### config.mk
export PLATFORM = sky130hd
export DESIGN_NAME = srs_regs
export DESIGN_NICKNAME = d
export VERILOG_FILES = /design/src/verilog/srs_pkg.sv /design/src/verilog/srs_sync.sv /design/src/verilog/srs_regs.sv
export VERILOG_INCLUDE_DIRS = /design/src /design/src/verilog
export SDC_FILE = /design/constraint.sdc
export NUM_CORES = 1
export LEC_CHECK = 0
export ABC_CLOCK_PERIOD_IN_PS = 2230
export BUFFER_PORTS_ARGS = -buffer_cell sky130_fd_sc_hd__buf_2
export CELL_PAD_IN_SITES_DETAIL_PLACEMENT = 1
export CELL_PAD_IN_SITES_GLOBAL_PLACEMENT = 2
export CORE_MARGIN = 2
export CORE_UTILIZATION = 25
export CTS_CLUSTER_DIAMETER = 80
export DETAILED_ROUTE_END_ITERATION = 12
export GPL_TIMING_DRIVEN = 0
export PLACE_DENSITY_LB_ADDON = 0.12
export SYNTH_ARGS = -nofsm -noshare
export SYNTH_HDL_FRONTEND = slang
export SYNTH_HIERARCHICAL = 1
export SYNTH_SLANG_ARGS = --single-unit
### constraint.sdc
create_clock -name clk_in -period 2.23 [get_ports clk_in]
set_clock_uncertainty 0.2 [all_clocks]
set_input_delay 0.446 -clock clk_in [delete_from_list [all_inputs] [get_ports clk_in]]
set_output_delay 0.446 -clock clk_in [all_outputs]
set_load 0.005 [all_outputs]
### src/verilog/srs_defines.svh
// offsets, field positions, reset values and read constants of the result/status register bank
// Notes on behaviour
// - low byte of newest conversion result reads at offset 0x00, read-only
// - high byte of newest conversion result reads at offset 0x01, read-only
// - both result bytes read zero after power-up until first conversion finishes
// - status at offset 0x02 resets to 0x3c; bits 5:4 always read ones
// - status bit 0 sets once configuration store is locked; config writes then refused
// - status bit 1 sets after address sent in discovery; clears when mode bits clear
// - status bit 2 shows supply: 0 dedicated, 1 bus powered; the sample after reset always gives 0, re-sampled each bus reset
// - alert flags update on each new result and clear on a status read
// - latched alert mode keeps a set alert flag until a status read
// - status bit 7 is one when result is at or above the high limit
// - status bit 6 is one when result is at or below the low limit
// - pin two in alert function shows the high and low alert flags
// - status bit 3 sets on each conversion update and clears on status read
// - config one at 0x04 resets 0x70, restored from store, saved by copy command
// - config one picks one-shot/auto/staggered on bus power, one-shot/periodic otherwise
// - config one bit 4: zero latched alert, one comparator; dedicated supply only
`ifndef SRS_DEFINES_SVH
`define SRS_DEFINES_SVH

`define SRS_OFF_RES_LO      8'h00
`define SRS_OFF_RES_HI      8'h01
`define SRS_OFF_STATUS      8'h02
`define SRS_OFF_CFG1        8'h04

`define SRS_STATUS_RST      8'h3c
`define SRS_CFG1_RST        8'h70
`define SRS_RESULT_RST      16'h0000
`define SRS_UNMAPPED_READ   8'hff

`define SRS_ST_ALERT_HI     7
`define SRS_ST_ALERT_LO     6
`define SRS_ST_FRESH        3
`define SRS_ST_POWER        2
`define SRS_ST_DISCOVERY    1
`define SRS_ST_LOCK         0
`define SRS_ST_RSVD_VAL     2'h3

`define SRS_CFG1_ALERT_MODE 4
`define SRS_CFG1_MODE_LSB   0
`define SRS_CFG1_MODE_W     3

`endif

### src/verilog/srs_pkg.sv
// types shared by the result/status register bank
package srs_pkg;
  // conversion scheduling selected by config one
  typedef enum logic [2:0] {
    srs_conv_one_shot,
    srs_conv_staggered,
    srs_conv_auto,
    srs_conv_periodic,
    srs_conv_unspecified
  } srs_conv_t;
endpackage

### src/verilog/srs_sync.sv
// two flip-flop synchroniser for pin-level inputs
`timescale 1ns/1ps
module srs_sync #(
  parameter int WIDTH = 1
) (
  input  wire logic             clk_in,    // system clock
  input  wire logic             rst_n_in,  // synchronous reset, active low
  input  wire logic [WIDTH-1:0] async_in,  // level from outside the clock domain
  output logic      [WIDTH-1:0] sync_out   // level safe to read
);
  logic [WIDTH-1:0] meta_reg;
  logic [WIDTH-1:0] meta_next;
  logic [WIDTH-1:0] sync_reg;
  logic [WIDTH-1:0] sync_next;

  // first stage feeds only the second stage
  always_comb
  begin
    meta_next = async_in;
    sync_next = meta_reg;
  end

  always_ff @(posedge clk_in)
  begin
    if (!rst_n_in)
    begin
      meta_reg <= '0;
      sync_reg <= '0;
    end
    else
    begin
      meta_reg <= meta_next;
      sync_reg <= sync_next;
    end
  end

  assign sync_out = sync_reg;
endmodule

### src/verilog/srs_regs.sv
// result, status and config one registers of the temperature sensor scratchpad
`timescale 1ns/1ps
`include "srs_defines.svh"
module srs_regs #(
  parameter int MODE_BITS_W = 2
) (
  input  wire logic                   clk_in,                 // 40 mhz system clock
  input  wire logic                   rst_n_in,               // synchronous reset, active low
  input  wire logic                   rd_en_in,               // scratchpad read strobe
  input  wire logic [7:0]             rd_addr_in,             // scratchpad read offset
  output logic      [7:0]             rd_data_out,            // read byte, one cycle later
  input  wire logic                   wr_en_in,               // scratchpad write strobe
  input  wire logic [7:0]             wr_addr_in,             // scratchpad write offset
  input  wire logic [7:0]             wr_data_in,             // scratchpad write byte
  input  wire logic                   conv_done_in,           // conversion finished pulse
  input  wire logic [15:0]            conv_result_in,         // signed conversion result
  input  wire logic [15:0]            alert_high_limit_in,    // signed high limit
  input  wire logic [15:0]            alert_low_limit_in,     // signed low limit
  input  wire logic                   config_locked_in,       // config store lock reached
  input  wire logic                   addr_sent_ok_in,        // discovery address sent pulse
  input  wire logic [MODE_BITS_W-1:0] discovery_mode_bits_in, // discovery mode from config two
  input  wire logic                   bus_reset_in,           // bus reset detected pulse
  input  wire logic                   bus_powered_pin_in,     // supply sense pin, async
  input  wire logic                   store_load_in,          // power-on restore pulse
  input  wire logic [7:0]             store_cfg1_in,          // config one from store
  input  wire logic                   copy_cmd_in,            // copy scratchpad command pulse
  input  wire logic                   pin_two_alert_sel_in,   // pin two set to alert function
  output logic                        store_save_out,         // save config one pulse
  output logic      [7:0]             store_save_data_out,    // config one to save
  output logic      [7:0]             device_config_one_out,  // config one contents
  output srs_pkg::srs_conv_t          conv_mode_out,          // decoded conversion scheduling
  output logic                        general_pin_two_out,    // pin two level, driven low
  output logic                        general_pin_two_oe_out  // pin two enable, high drives
);
  logic        pwr_sync;
  logic [15:0] result_reg;
  logic [15:0] result_next;
  logic        alert_hi_reg;
  logic        alert_hi_next;
  logic        alert_lo_reg;
  logic        alert_lo_next;
  logic        fresh_result_flag_reg;
  logic        fresh_result_flag_next;
  logic        power_reg;
  logic        power_next;
  logic        power_init_reg;
  logic        power_init_next;
  logic        discovery_finished_flag_reg;
  logic        discovery_finished_flag_next;
  logic        lock_reg;
  logic        lock_next;
  logic [7:0]  cfg1_reg;
  logic [7:0]  cfg1_next;
  logic [7:0]  rd_data_reg;
  logic [7:0]  rd_data_next;
  logic        save_reg;
  logic        save_next;
  logic [7:0]  save_data_reg;
  logic [7:0]  save_data_next;
  logic        pin_oe_reg;
  logic        pin_oe_next;
  srs_pkg::srs_conv_t mode_reg;
  srs_pkg::srs_conv_t mode_next;
  logic        status_read;
  logic        hi_hit;
  logic        lo_hit;
  logic        latched_mode;
  logic [7:0]  status_byte;

  // reset pattern of the status byte; a literal cannot be bit-selected directly
  localparam logic [7:0] status_rst_val = `SRS_STATUS_RST;

  // supply sense comes from a pin, so it is synchronised first
  srs_sync #(
    .WIDTH (1)
  ) u_pwr_sync (
    .clk_in   (clk_in),
    .rst_n_in (rst_n_in),
    .async_in (bus_powered_pin_in),
    .sync_out (pwr_sync)
  );

  // decode of the status read and the limit compares
  always_comb
  begin
    status_read  = rd_en_in && (rd_addr_in == `SRS_OFF_STATUS);
    hi_hit       = $signed(conv_result_in) >= $signed(alert_high_limit_in);
    lo_hit       = $signed(conv_result_in) <= $signed(alert_low_limit_in);
    latched_mode = !cfg1_reg[`SRS_CFG1_ALERT_MODE] && !power_reg;
    status_byte  = {alert_hi_reg, alert_lo_reg, `SRS_ST_RSVD_VAL, fresh_result_flag_reg,
                    power_reg, discovery_finished_flag_reg, lock_reg};
  end

  // result bytes and status flags
  always_comb
  begin
    result_next                  = result_reg;
    alert_hi_next                = alert_hi_reg;
    alert_lo_next                = alert_lo_reg;
    fresh_result_flag_next       = fresh_result_flag_reg;
    power_next                   = power_reg;
    power_init_next              = 1'b0;
    discovery_finished_flag_next = discovery_finished_flag_reg;
    lock_next                    = lock_reg;
    if (status_read)
    begin
      alert_hi_next          = 1'b0;
      alert_lo_next          = 1'b0;
      fresh_result_flag_next = 1'b0;
    end
    // a conversion in the same cycle as the read wins, so no result is missed
    if (conv_done_in)
    begin
      // result held until a conversion lands
      result_next            = conv_result_in;
      fresh_result_flag_next = 1'b1;
      if (latched_mode)
      begin
        alert_hi_next = alert_hi_reg || hi_hit;
        alert_lo_next = alert_lo_reg || lo_hit;
      end
      else
      begin
        alert_hi_next = hi_hit;
        alert_lo_next = lo_hit;
      end
    end
    // supply flag loaded after reset from the synchroniser's reset zero, and sampled per bus reset
    if (power_init_reg || bus_reset_in)
    begin
      power_next = pwr_sync;
    end
    // discovery flag clears with its mode bits
    if (discovery_mode_bits_in == '0)
    begin
      discovery_finished_flag_next = 1'b0;
    end
    if (addr_sent_ok_in)
    begin
      discovery_finished_flag_next = 1'b1;
    end
    if (config_locked_in)
    begin
      lock_next = 1'b1;
    end
  end

  // config one, store traffic and read port
  always_comb
  begin
    cfg1_next      = cfg1_reg;
    save_next      = 1'b0;
    save_data_next = save_data_reg;
    rd_data_next   = rd_data_reg;
    if (store_load_in)
    begin
      cfg1_next = store_cfg1_in;
    end
    else if (wr_en_in && (wr_addr_in == `SRS_OFF_CFG1) && !lock_reg)
    begin
      cfg1_next = wr_data_in;
    end
    if (copy_cmd_in)
    begin
      save_next      = 1'b1;
      save_data_next = cfg1_reg;
    end
    if (rd_en_in)
    begin
      unique case (rd_addr_in)
        `SRS_OFF_RES_LO: rd_data_next = result_reg[7:0];
        `SRS_OFF_RES_HI: rd_data_next = result_reg[15:8];
        `SRS_OFF_STATUS: rd_data_next = status_byte;
        `SRS_OFF_CFG1:   rd_data_next = cfg1_reg;
        default:         rd_data_next = `SRS_UNMAPPED_READ;
      endcase
    end
  end

  // conversion scheduling decode and alert pin
  always_comb
  begin
    if (power_reg)
    begin
      unique case (cfg1_reg[`SRS_CFG1_MODE_LSB +: `SRS_CFG1_MODE_W])
        3'h0:    mode_next = srs_pkg::srs_conv_one_shot;
        3'h1:    mode_next = srs_pkg::srs_conv_staggered;
        3'h2:    mode_next = srs_pkg::srs_conv_auto;
        default: mode_next = srs_pkg::srs_conv_unspecified;
      endcase
    end
    else if (cfg1_reg[`SRS_CFG1_MODE_LSB +: `SRS_CFG1_MODE_W] == 3'h0)
    begin
      mode_next = srs_pkg::srs_conv_one_shot;
    end
    else
    begin
      mode_next = srs_pkg::srs_conv_periodic;
    end
    // pin two pulled low on any alert while pin two is set to alert function
    pin_oe_next = pin_two_alert_sel_in && (alert_hi_reg || alert_lo_reg);
  end

  // power flag resets to one so status reads 0x3c before the first sample
  always_ff @(posedge clk_in)
  begin
    if (!rst_n_in)
    begin
      result_reg                  <= `SRS_RESULT_RST;
      alert_hi_reg                <= status_rst_val[`SRS_ST_ALERT_HI];
      alert_lo_reg                <= status_rst_val[`SRS_ST_ALERT_LO];
      fresh_result_flag_reg       <= status_rst_val[`SRS_ST_FRESH];
      power_reg                   <= status_rst_val[`SRS_ST_POWER];
      power_init_reg              <= 1'b1;
      discovery_finished_flag_reg <= status_rst_val[`SRS_ST_DISCOVERY];
      lock_reg                    <= status_rst_val[`SRS_ST_LOCK];
      cfg1_reg                    <= `SRS_CFG1_RST;
      save_reg                    <= 1'b0;
      save_data_reg               <= `SRS_CFG1_RST;
      rd_data_reg                 <= 8'h00;
      mode_reg                    <= srs_pkg::srs_conv_one_shot;
      pin_oe_reg                  <= 1'b0;
    end
    else
    begin
      result_reg                  <= result_next;
      alert_hi_reg                <= alert_hi_next;
      alert_lo_reg                <= alert_lo_next;
      fresh_result_flag_reg       <= fresh_result_flag_next;
      power_reg                   <= power_next;
      power_init_reg              <= power_init_next;
      discovery_finished_flag_reg <= discovery_finished_flag_next;
      lock_reg                    <= lock_next;
      cfg1_reg                    <= cfg1_next;
      save_reg                    <= save_next;
      save_data_reg               <= save_data_next;
      rd_data_reg                 <= rd_data_next;
      mode_reg                    <= mode_next;
      pin_oe_reg                  <= pin_oe_next;
    end
  end

  // open-drain pin only ever drives low
  assign general_pin_two_out    = 1'b0;
  assign general_pin_two_oe_out = pin_oe_reg;
  assign rd_data_out            = rd_data_reg;
  assign store_save_out         = save_reg;
  assign store_save_data_out    = save_data_reg;
  assign device_config_one_out  = cfg1_reg;
  assign conv_mode_out          = mode_reg;
endmodule

## After elaboration in Yosys (flattened, before gate mapping)

Index checks and enable logic that the tools add are counted.

- Magnitude comparators: 2
- Eq/ne operators: 6
- Muxes and demuxes: 15
- Bitwise gates (word level): 1
- Reduce and logical (&&, ||, !) cells: 19

Operator list:

| cell | number |
|---|---|
| 8-bit one-hot mux with 4 select lines | 1 |
| 8-bit by 3-bit equality test with 1-bit output (second input constant) | 2 |
| 16-bit greater-or-equal comparator | 1 |
| 16-bit less-or-equal comparator | 1 |
| 8-bit 2-to-1 mux | 2 |
| 1-bit 2-to-1 mux | 9 |
| 3-bit one-hot mux with 3 select lines | 1 |
| 8-bit by 1-bit equality test with 1-bit output (second input constant) | 1 |
| 8-bit by 2-bit equality test with 1-bit output (second input constant) | 1 |
| 8-bit zero test | 1 |
| 2-bit nonzero test | 3 |
| 1-bit logical AND | 5 |
| 1-bit logical OR | 4 |
| 3-bit by 1-bit equality test with 1-bit output (second input constant) | 1 |
| 3-bit by 2-bit equality test with 1-bit output (second input constant) | 1 |
| 1-bit zero test | 3 |
| 3-bit zero test | 1 |
| 3-bit 2-to-1 mux | 1 |
| 2-bit zero test | 1 |
| 2-bit 2-to-1 mux | 1 |
| 2-bit OR reduction | 1 |
| 1-bit inverter | 1 |

- Flip-flop bits (word level): 54
- Bits of input ports: 94
- Logic and storage cells: 59

## Depth between registers and ports, before layout

Gate-level depths: netlist of run 1.

- Depth in word-level cells: 5
- Gate-level depth with buffers: 7
- Gate-level depth less buffers: 7

## Hierarchy

The synthesis of run 1 kept the hierarchy.

By module, submodules not included:

| module | times used | cells an instance | area an instance (µm²) | seq. area each (µm²) |
|---|---|---|---|---|
| srs_regs | 1 | 346 | 3002.9 | 1041.0 |
| srs_sync | 1 | 4 | 52.6 | 40.0 |

## Worst setup path before layout of run 1

No wires, ideal clock.

- Kind: input to register
- Start point: input port rd_addr_in[3]
- End point: register alert_hi_reg
- Arrival time: 1850 ps
- Path slack: 52 ps
- Cell stages on the path: 5
- Buffers on the path: 0
- Path through: or4_4 or4b_4 a22o_1 o31ai_1 mux2i_1

- Longest elaborated chain between the ends: 3

RTL lines:

| element | line | RTL |
|---|---|---|
| start, declared | srs_regs.sv:10 | `input wire logic [7:0] rd_addr_in,` |
| 8-bit by 2-bit equality test with 1-bit output | -- |  |
| 1-bit logical AND | srs_regs.sv:86 | `` status_read = rd_en_in && (rd_addr_in == `SRS_OFF_STATUS); `` |
| 2-bit nonzero test (no line) | -- |  |
| end signal, assigned | srs_regs.sv:210 | `` alert_hi_reg <= status_rst_val[`SRS_ST_ALERT_HI]; `` |
| end signal, assigned | srs_regs.sv:227 | `alert_hi_reg <= alert_hi_next;` |
| end, declared | srs_regs.sv:38 | `logic alert_hi_reg;` |

No other way between the ends.
A chain may end at the register's enable or synchronous reset.

## Worst setup path after layout of run 1

Same ends and word-level chain as after synthesis.

==> flow_metrics.tcl, run 1 <==
set metrics [dict create \
    grtUsageTotal 0.151 \
    crit_path_end_kind "flip-flop" \
    pre_cts_ws_ns -0.221 \
    synth_top_area_share 0.354 \
    worst_slew_pin_slew_ns 0.714 \
    rsz0062_at_grt "no" \
    r2r_slack_ns 0.29 \
    area_delta_synth_final_pct 30.9 \
    synth_edf_count 0 \
    cts_root_buf "clkbuf_16" \
    overflow 0 \
    drc_errors 0 \
    synth_most_common_cell "dfxtp_1" \
    post-route-period-util 0.929 \
    syn_nets 476 \
    synthTopCellsByCount "54 x dfxtp_1, 35 x inv_1, 35 x mux2i_1" \
    grt_pass1_vias 3039 \
    yosys_register_bits 54 \
    vias_per_cell 4.71 \
    fin_cells 622 \
    synth_cells 350 \
    maxCapViolCount 0 \
    fill_cells 1481 \
    finalWorstSetupSlack_ns 0.159 \
    hold_path.startpoint "bus_powered_pin_in" \
    vias 2927 \
    std_cell_rows 40 \
    clk_pin_slew_worst_paths_ns 0.07 \
    synth_area_leaders "dfxtp_1 35%, ha_1 13%, mux2i_1 11%, inv_1 4.3%, nor2_1 4.2%" \
    critical_path_required_ns 2.21 \
    final_antenna_net_count 0 \
    dr.pass1.iters 4 \
    whs_ns 0.159 \
    yosysTopAreaCell "dfxtp_1" \
    utilization 0.334 \
    r2r_start "lock_reg$_SDFFE_PN0P_" \
    cts_tree "yes" \
    dpl.hpwl_um 8140 \
    critPathKind "in -> reg" \
    drv_slew 0 \
    max_slew_margin 0.524 \
    hold_viol_final 0 \
    die-width_um 115 \
    r2r-end "device_config_one_out[6]$_SDFFE_PN1P_" \
    fp.coreArea_um2 12000 \
    start_kind "primary input" \
    grt_first_pass_wirelength_um 15300 \
    synth_top_flop_cell "dfxtp_1" \
    synth_seq_area_share 0.354 \
    hold_class "in -> reg" \
    antenna_cells 0 \
    io_buffer_count 117 \
    initial_core_util 0.255 \
    largest_reg_flops 16 \
    wire_per_inst_um 15.4 \
    layout-drive-gt1-share 0.293 \
    fin_crit_ns 2.07 \
    yosys_warnings 6 \
    fin_nets 600 \
    cts_buffer_depth 2 \
    die_h_um 115 \
    grt_max_degree 16 \
    synth.distinct_cells 45 \
    place_inst 614 \
    min_to "u_pwr_sync/meta_reg$_SDFF_PN0_" \
    fmax_mhz 483 \
    die_area_um2 13100 \
    postCtsSetupRepairBufs 0 \
    outcome "completed" \
    cts_max_level 2 \
    routed_wl_um 9550 \
    setup_viol_count_final 0 \
    irDropWorstVdd_mv 0.285 \
    power_leakage_uw 0.00207 \
    hold_depth 2 \
    grt_antenna_before_repair 0 \
    synth_area_per_cell_um2 8.73 \
    insertion_delay_ns 0.29 \
    netlist_area_um2 3060 \
    powerDensity_nw_per_um2 598 \
    drt_iter0_drc 107 \
    cts_buffers 5 \
    r2r_cells 6 \
    async_reset_ff_frac 0 \
    pin_count 124 \
    path_max_fanout 4 \
    clock_sinks 54 \
    arrival_ns 2.05 \
    gp_congestion 0.773 \
]
critical path, cell delays in order:
cell and delay [ns]:
buf_2 0.10, or4_4 0.58, or4b_4 0.55, a22o_1 0.21, o31ai_1 0.06, mux2i_1 0.10
layer usage:
| layer | part of all wire | vias up | global-route usage |
|---|---|---|---|
| met5 | 0 | - | 0 |
| li1 | - | 1479 | - |
| met1 | 0.46 | 1379 | 0.198 |
| met4 | 0.0084 | 0 | 0.0317 |
| met2 | 0.49 | 61 | 0.262 |
| met3 | 0.039 | 8 | 0.0254 |
logic make-up (layout without fill, tap and decap cells):
group	Yosys count	in the layout	share of synthesized area
simple gates	98	98	0.161
compound gates	74	74	0.152
flops	54	54	0.354
buf+inv	50	175	0.0639
mux	41	41	0.137
fa+ha+maj	32	32	0.131
other cells	1	1	0.00123
worst max path at each step:
stage | to | start | depth (start not counted)
after floorplan | alert_hi_reg$_SDFFE_PN0P_ | rd_addr_in[3] | 5
after global routing | alert_hi_reg$_SDFFE_PN0P_ | conv_result_in[7] | 7
final | alert_hi_reg$_SDFFE_PN0P_ | rd_addr_in[3] | 6
after detailed placement | rd_data_out[3]$_SDFFE_PN0P_ | rd_addr_in[3] | 6
after global placement | rd_data_out[2]$_SDFFE_PN0P_ | rd_addr_in[3] | 6
after CTS | rd_data_out[3]$_SDFFE_PN0P_ | rd_addr_in[3] | 6
through the flow:
stage               area (µm²)  setup TNS (ns)  total power (µW)
finish                    4000               0              2390
global route              4000               0              2540
CTS                       3990               0              2430
detailed placement        3820           -1.16              1550
global placement          3820           -1.04              1530
floorplan                 3060               0              1330
area by class of cell:
class,instances,area [µm²],area share
plain buffers,15,63.8,0.0160
clock buffers,7,133,0.0332
clock inverters,1,30.0,0.00751
inverters,35,131,0.0329
multi-input cells,246,1790,0.448
flip-flops and latches,54,1080,0.270
well taps,147,184,0.0460
repair buffers,117,586,0.146
cells in the final DEF, fill, tap and decap left out, drive strengths merged, types with 2 or more instances in the layout:
| cell type | netlist | final |
|---|---|---|
| inv | 35 | 35 |
| nor2b | 4 | 4 |
| nor2 | 34 | 34 |
| and4 | 5 | 5 |
| a221oi | 4 | 4 |
| dfxtp | 54 | 54 |
| mux2i | 35 | 35 |
| nand3 | 4 | 4 |
| a211oi | 5 | 5 |
| clkbuf | 10 | 17 |
| o211ai | 4 | 4 |
| buf | 5 | 122 |
| a21oi | 22 | 22 |
| nand2 | 25 | 25 |
| and3 | 5 | 5 |
| nor4 | 2 | 2 |
| a31oi | 3 | 3 |
| o21ai | 20 | 20 |
| ha | 32 | 32 |
| and2 | 4 | 4 |
| o22ai | 2 | 2 |
| mux2 | 6 | 6 |
| nand4 | 4 | 4 |
| nand2b | 2 | 2 |
| nor3 | 2 | 2 |
| a21o | 6 | 6 |
where the power goes:
part / switching (µW) / internal, µW / total [µW]
sequential: 50.6 / 1030 / 1080
combinational: 222 / 219 / 441
clock: 342 / 531 / 873
what timing repair did:
item                       CTS  global route
setup endpoints to repair    0             5
gates resized for setup      0             2
hold buffers                 0             0
hold endpoints to repair     0             0
No activity file was read; power rests on OpenSTA's default activity.
==> run 2, diff against run 1 <==
- ABC_AREA: not set -> 1
- CORE_UTILIZATION: 25 -> 23
==> flow_metrics.tcl, run 2 <==
set metrics [dict create \
    outcome "completed" \
    dpl.hpwl_um 8670 \
    netlist_area_um2 3150 \
    crit_path_end_kind "flip-flop" \
    io_buffer_count 119 \
    cts_buffers 5 \
    crit_top_cell "clkbuf_1" \
    synth_edf_count 0 \
    start_kind "primary input" \
    finalWorstSetupSlack_ns 0.468 \
    synth_most_common_cell "nand2_1" \
    synth_area_leaders "dfxtp_1 34%, ha_1 13%, nand2_1 9.0%, inv_1 7.7%, nor2_1 6.4%" \
    internal_power_uw 1640 \
    post-route-period-util 0.790 \
    cts_buffer_depth 2 \
    drc_errors 0 \
    seqPwrFrac 0.473 \
    fmax_mhz 568 \
    clockPowerShare 0.326 \
    synth_top_flop_cell "dfxtp_1" \
    finish.instance_area_um2 4110 \
    final_antenna_net_count 0 \
    critical_path_required_ns 2.24 \
    syn_nets 563 \
    cts_max_level 2 \
    routed_wl_um 10300 \
    wire_per_inst_um 13.9 \
    final_common_cell "buf_2" \
    power_leakage_uw 0.00215 \
    drt_iter0_drc 103 \
    rsz0062_at_grt "no" \
    maxCapViolCount 0 \
    powerDensity_nw_per_um2 553 \
    grtUsageMet3 0.0174 \
    place_area_um2 3970 \
    synth_cells 437 \
    cts-resized-gates 0 \
    path_max_fanout 10 \
    hold_class "in -> reg" \
    arrival_ns 1.77 \
    die_h_um 121 \
    grt-busiest-layer "met2" \
    irDropWorstVdd_mv 0.239 \
    p_sw_frac 0.277 \
    largest_reg_flops 16 \
    area_delta_synth_final_pct 30.2 \
    cts_tree "yes" \
    clock_sinks 54 \
    insertion_delay_ns 0.29 \
    dr.pass1.iters 4 \
    layout-drive-gt1-share 0.268 \
    synth_seq_area_share 0.343 \
    use_met2 0.258 \
    grt_antenna_before_repair 0 \
    path_cells "buf_2 > clkbuf_1 > clkbuf_1 > o31ai_1 > a21oi_1" \
    fin_crit_ns 1.76 \
    vias_per_cell 4.39 \
    fin_nets 689 \
    clk_pin_slew_worst_paths_ns 0.07 \
    worst_slew_pin_slew_ns 0.550 \
    antenna_cells 0 \
    r2r_slack_ns 0.61 \
    grt_pass1_vias 3344 \
    cpPeakStageDelay_ns 0.49 \
    critical_path.slowest_cell "clkbuf_1" \
    p_switching_uw 630 \
    hold_viol_final 0 \
    met1_usage 0.180 \
    gp_congestion 0.749 \
    vias 3243 \
    pre_cts_ws_ns 0.121 \
    postCtsSetupRepairBufs 0 \
    grt_max_degree 16 \
    initial_core_util 0.237 \
    pin_count 124 \
    fp.coreArea_um2 13300 \
    multi_input_area_um2 1730 \
    holdBufCountCts 0 \
    whs_ns 0.139 \
    fill_cells 1698 \
    grt_first_pass_wirelength_um 16400 \
    yosysTopAreaCell "dfxtp_1" \
    synthTopCellsByCount "76 x nand2_1, 65 x inv_1, 54 x dfxtp_1, 54 x nor2_1, 38 x o21ai_0" \
    overflow 0 \
    seq_area_um2 1080 \
    setup_viol_count_final 0 \
    synth_top_area_share 0.343 \
    combPwrFrac 0.201 \
    layout_common_cells "120 x buf_2, 76 x nand2_1, 65 x inv_1" \
    critPathKind "in -> reg" \
    die_area_um2 14700 \
    die-width_um 121 \
    max_slew_margin 0.633 \
    synth_area_per_cell_um2 7.22 \
    std_cell_rows 42 \
    cts_root_buf "clkbuf_16" \
    yosys_warnings 6 \
    setup_tns_ns 0 \
    drv_slew 0 \
    yosys_register_bits 54 \
    synth.distinct_cells 40 \
    async_reset_ff_frac 0 \
    grtUsageTotal 0.143 \
]
-- run 2: cell types whose count changed after synthesis, sizes merged, moves of 5 or more --
cell	change
nor2	+21
o21ai	+19
mux2	-6
and4	-5
mux2i	-35
a21oi	+11
inv	+35
nand3	+16
nand2	+54
-- run 2: logic make-up after synthesis --
logic type                 count (synthesis)  share of synthesized area
buffers and inverters                     86                      0.109
and+or+nand+nor                          164                      0.231
DFF                                       54                      0.343
adders and majority gates                 32                      0.127
other                                      1                    0.00119
AOI/OAI and AO/OA                        100                      0.190
-- run 2: routing by layer --
metal | wire length [µm] | part of all wire | vias up
li1 | - | - | 1674
met2 | 4990 | 0.49 | 87
met4 | 133 | 0.013 | 0
met3 | 499 | 0.048 | 8
met5 | 0 | 0 | -
met1 | 4670 | 0.45 | 1474
-- run 2: final timing paths --
kind | startpoint | end | cells after the start
worst min-delay path | bus_powered_pin_in | u_pwr_sync/meta_reg$_SDFF_PN0_ | 3
worst max-delay path | rst_n_in | conv_mode_out[0]$_SDFF_PN0_ | 5
worst min register to register | u_pwr_sync/meta_reg$_SDFF_PN0_ | u_pwr_sync/sync_out$_SDFF_PN0_ | 2
worst max register to register | lock_reg$_SDFFE_PN0P_ | device_config_one_out[4]$_SDFFE_PN1P_ | 6
-- run 2: power groups by stage --
stage	sequential (µW)	clock (µW)	combinational, µW
CTS	1070	777	471
floorplan	1090	0	250
global placement	1100	0	457
global route	1080	819	536
finish	1070	741	457
detailed placement	1100	0	468
-- run 2: per-stage QoR --
stage                     power (µW)   util  std cells
after floorplan                 1340      -        437
final                           2270  0.309        739
after global routing            2440  0.309        739
after CTS                       2320  0.309        739
after detailed placement        1560  0.299        732
after global placement          1550  0.299        732
-- run 2: worst max-delay path: cells and delay by family --
kind	cells	cell delay, ns
buffers and inverters	3	0.96
AO/OA/AOI/OAI	2	0.37
-- run 2: layout make-up --
type,instances,area share
multi-input cells,297,0.421
flip-flops and latches,54,0.263
repair buffers,119,0.145
inverters,73,0.0677
well taps,176,0.0536
clock buffers,6,0.0314
plain buffers,13,0.0158
clock inverters,1,0.00183
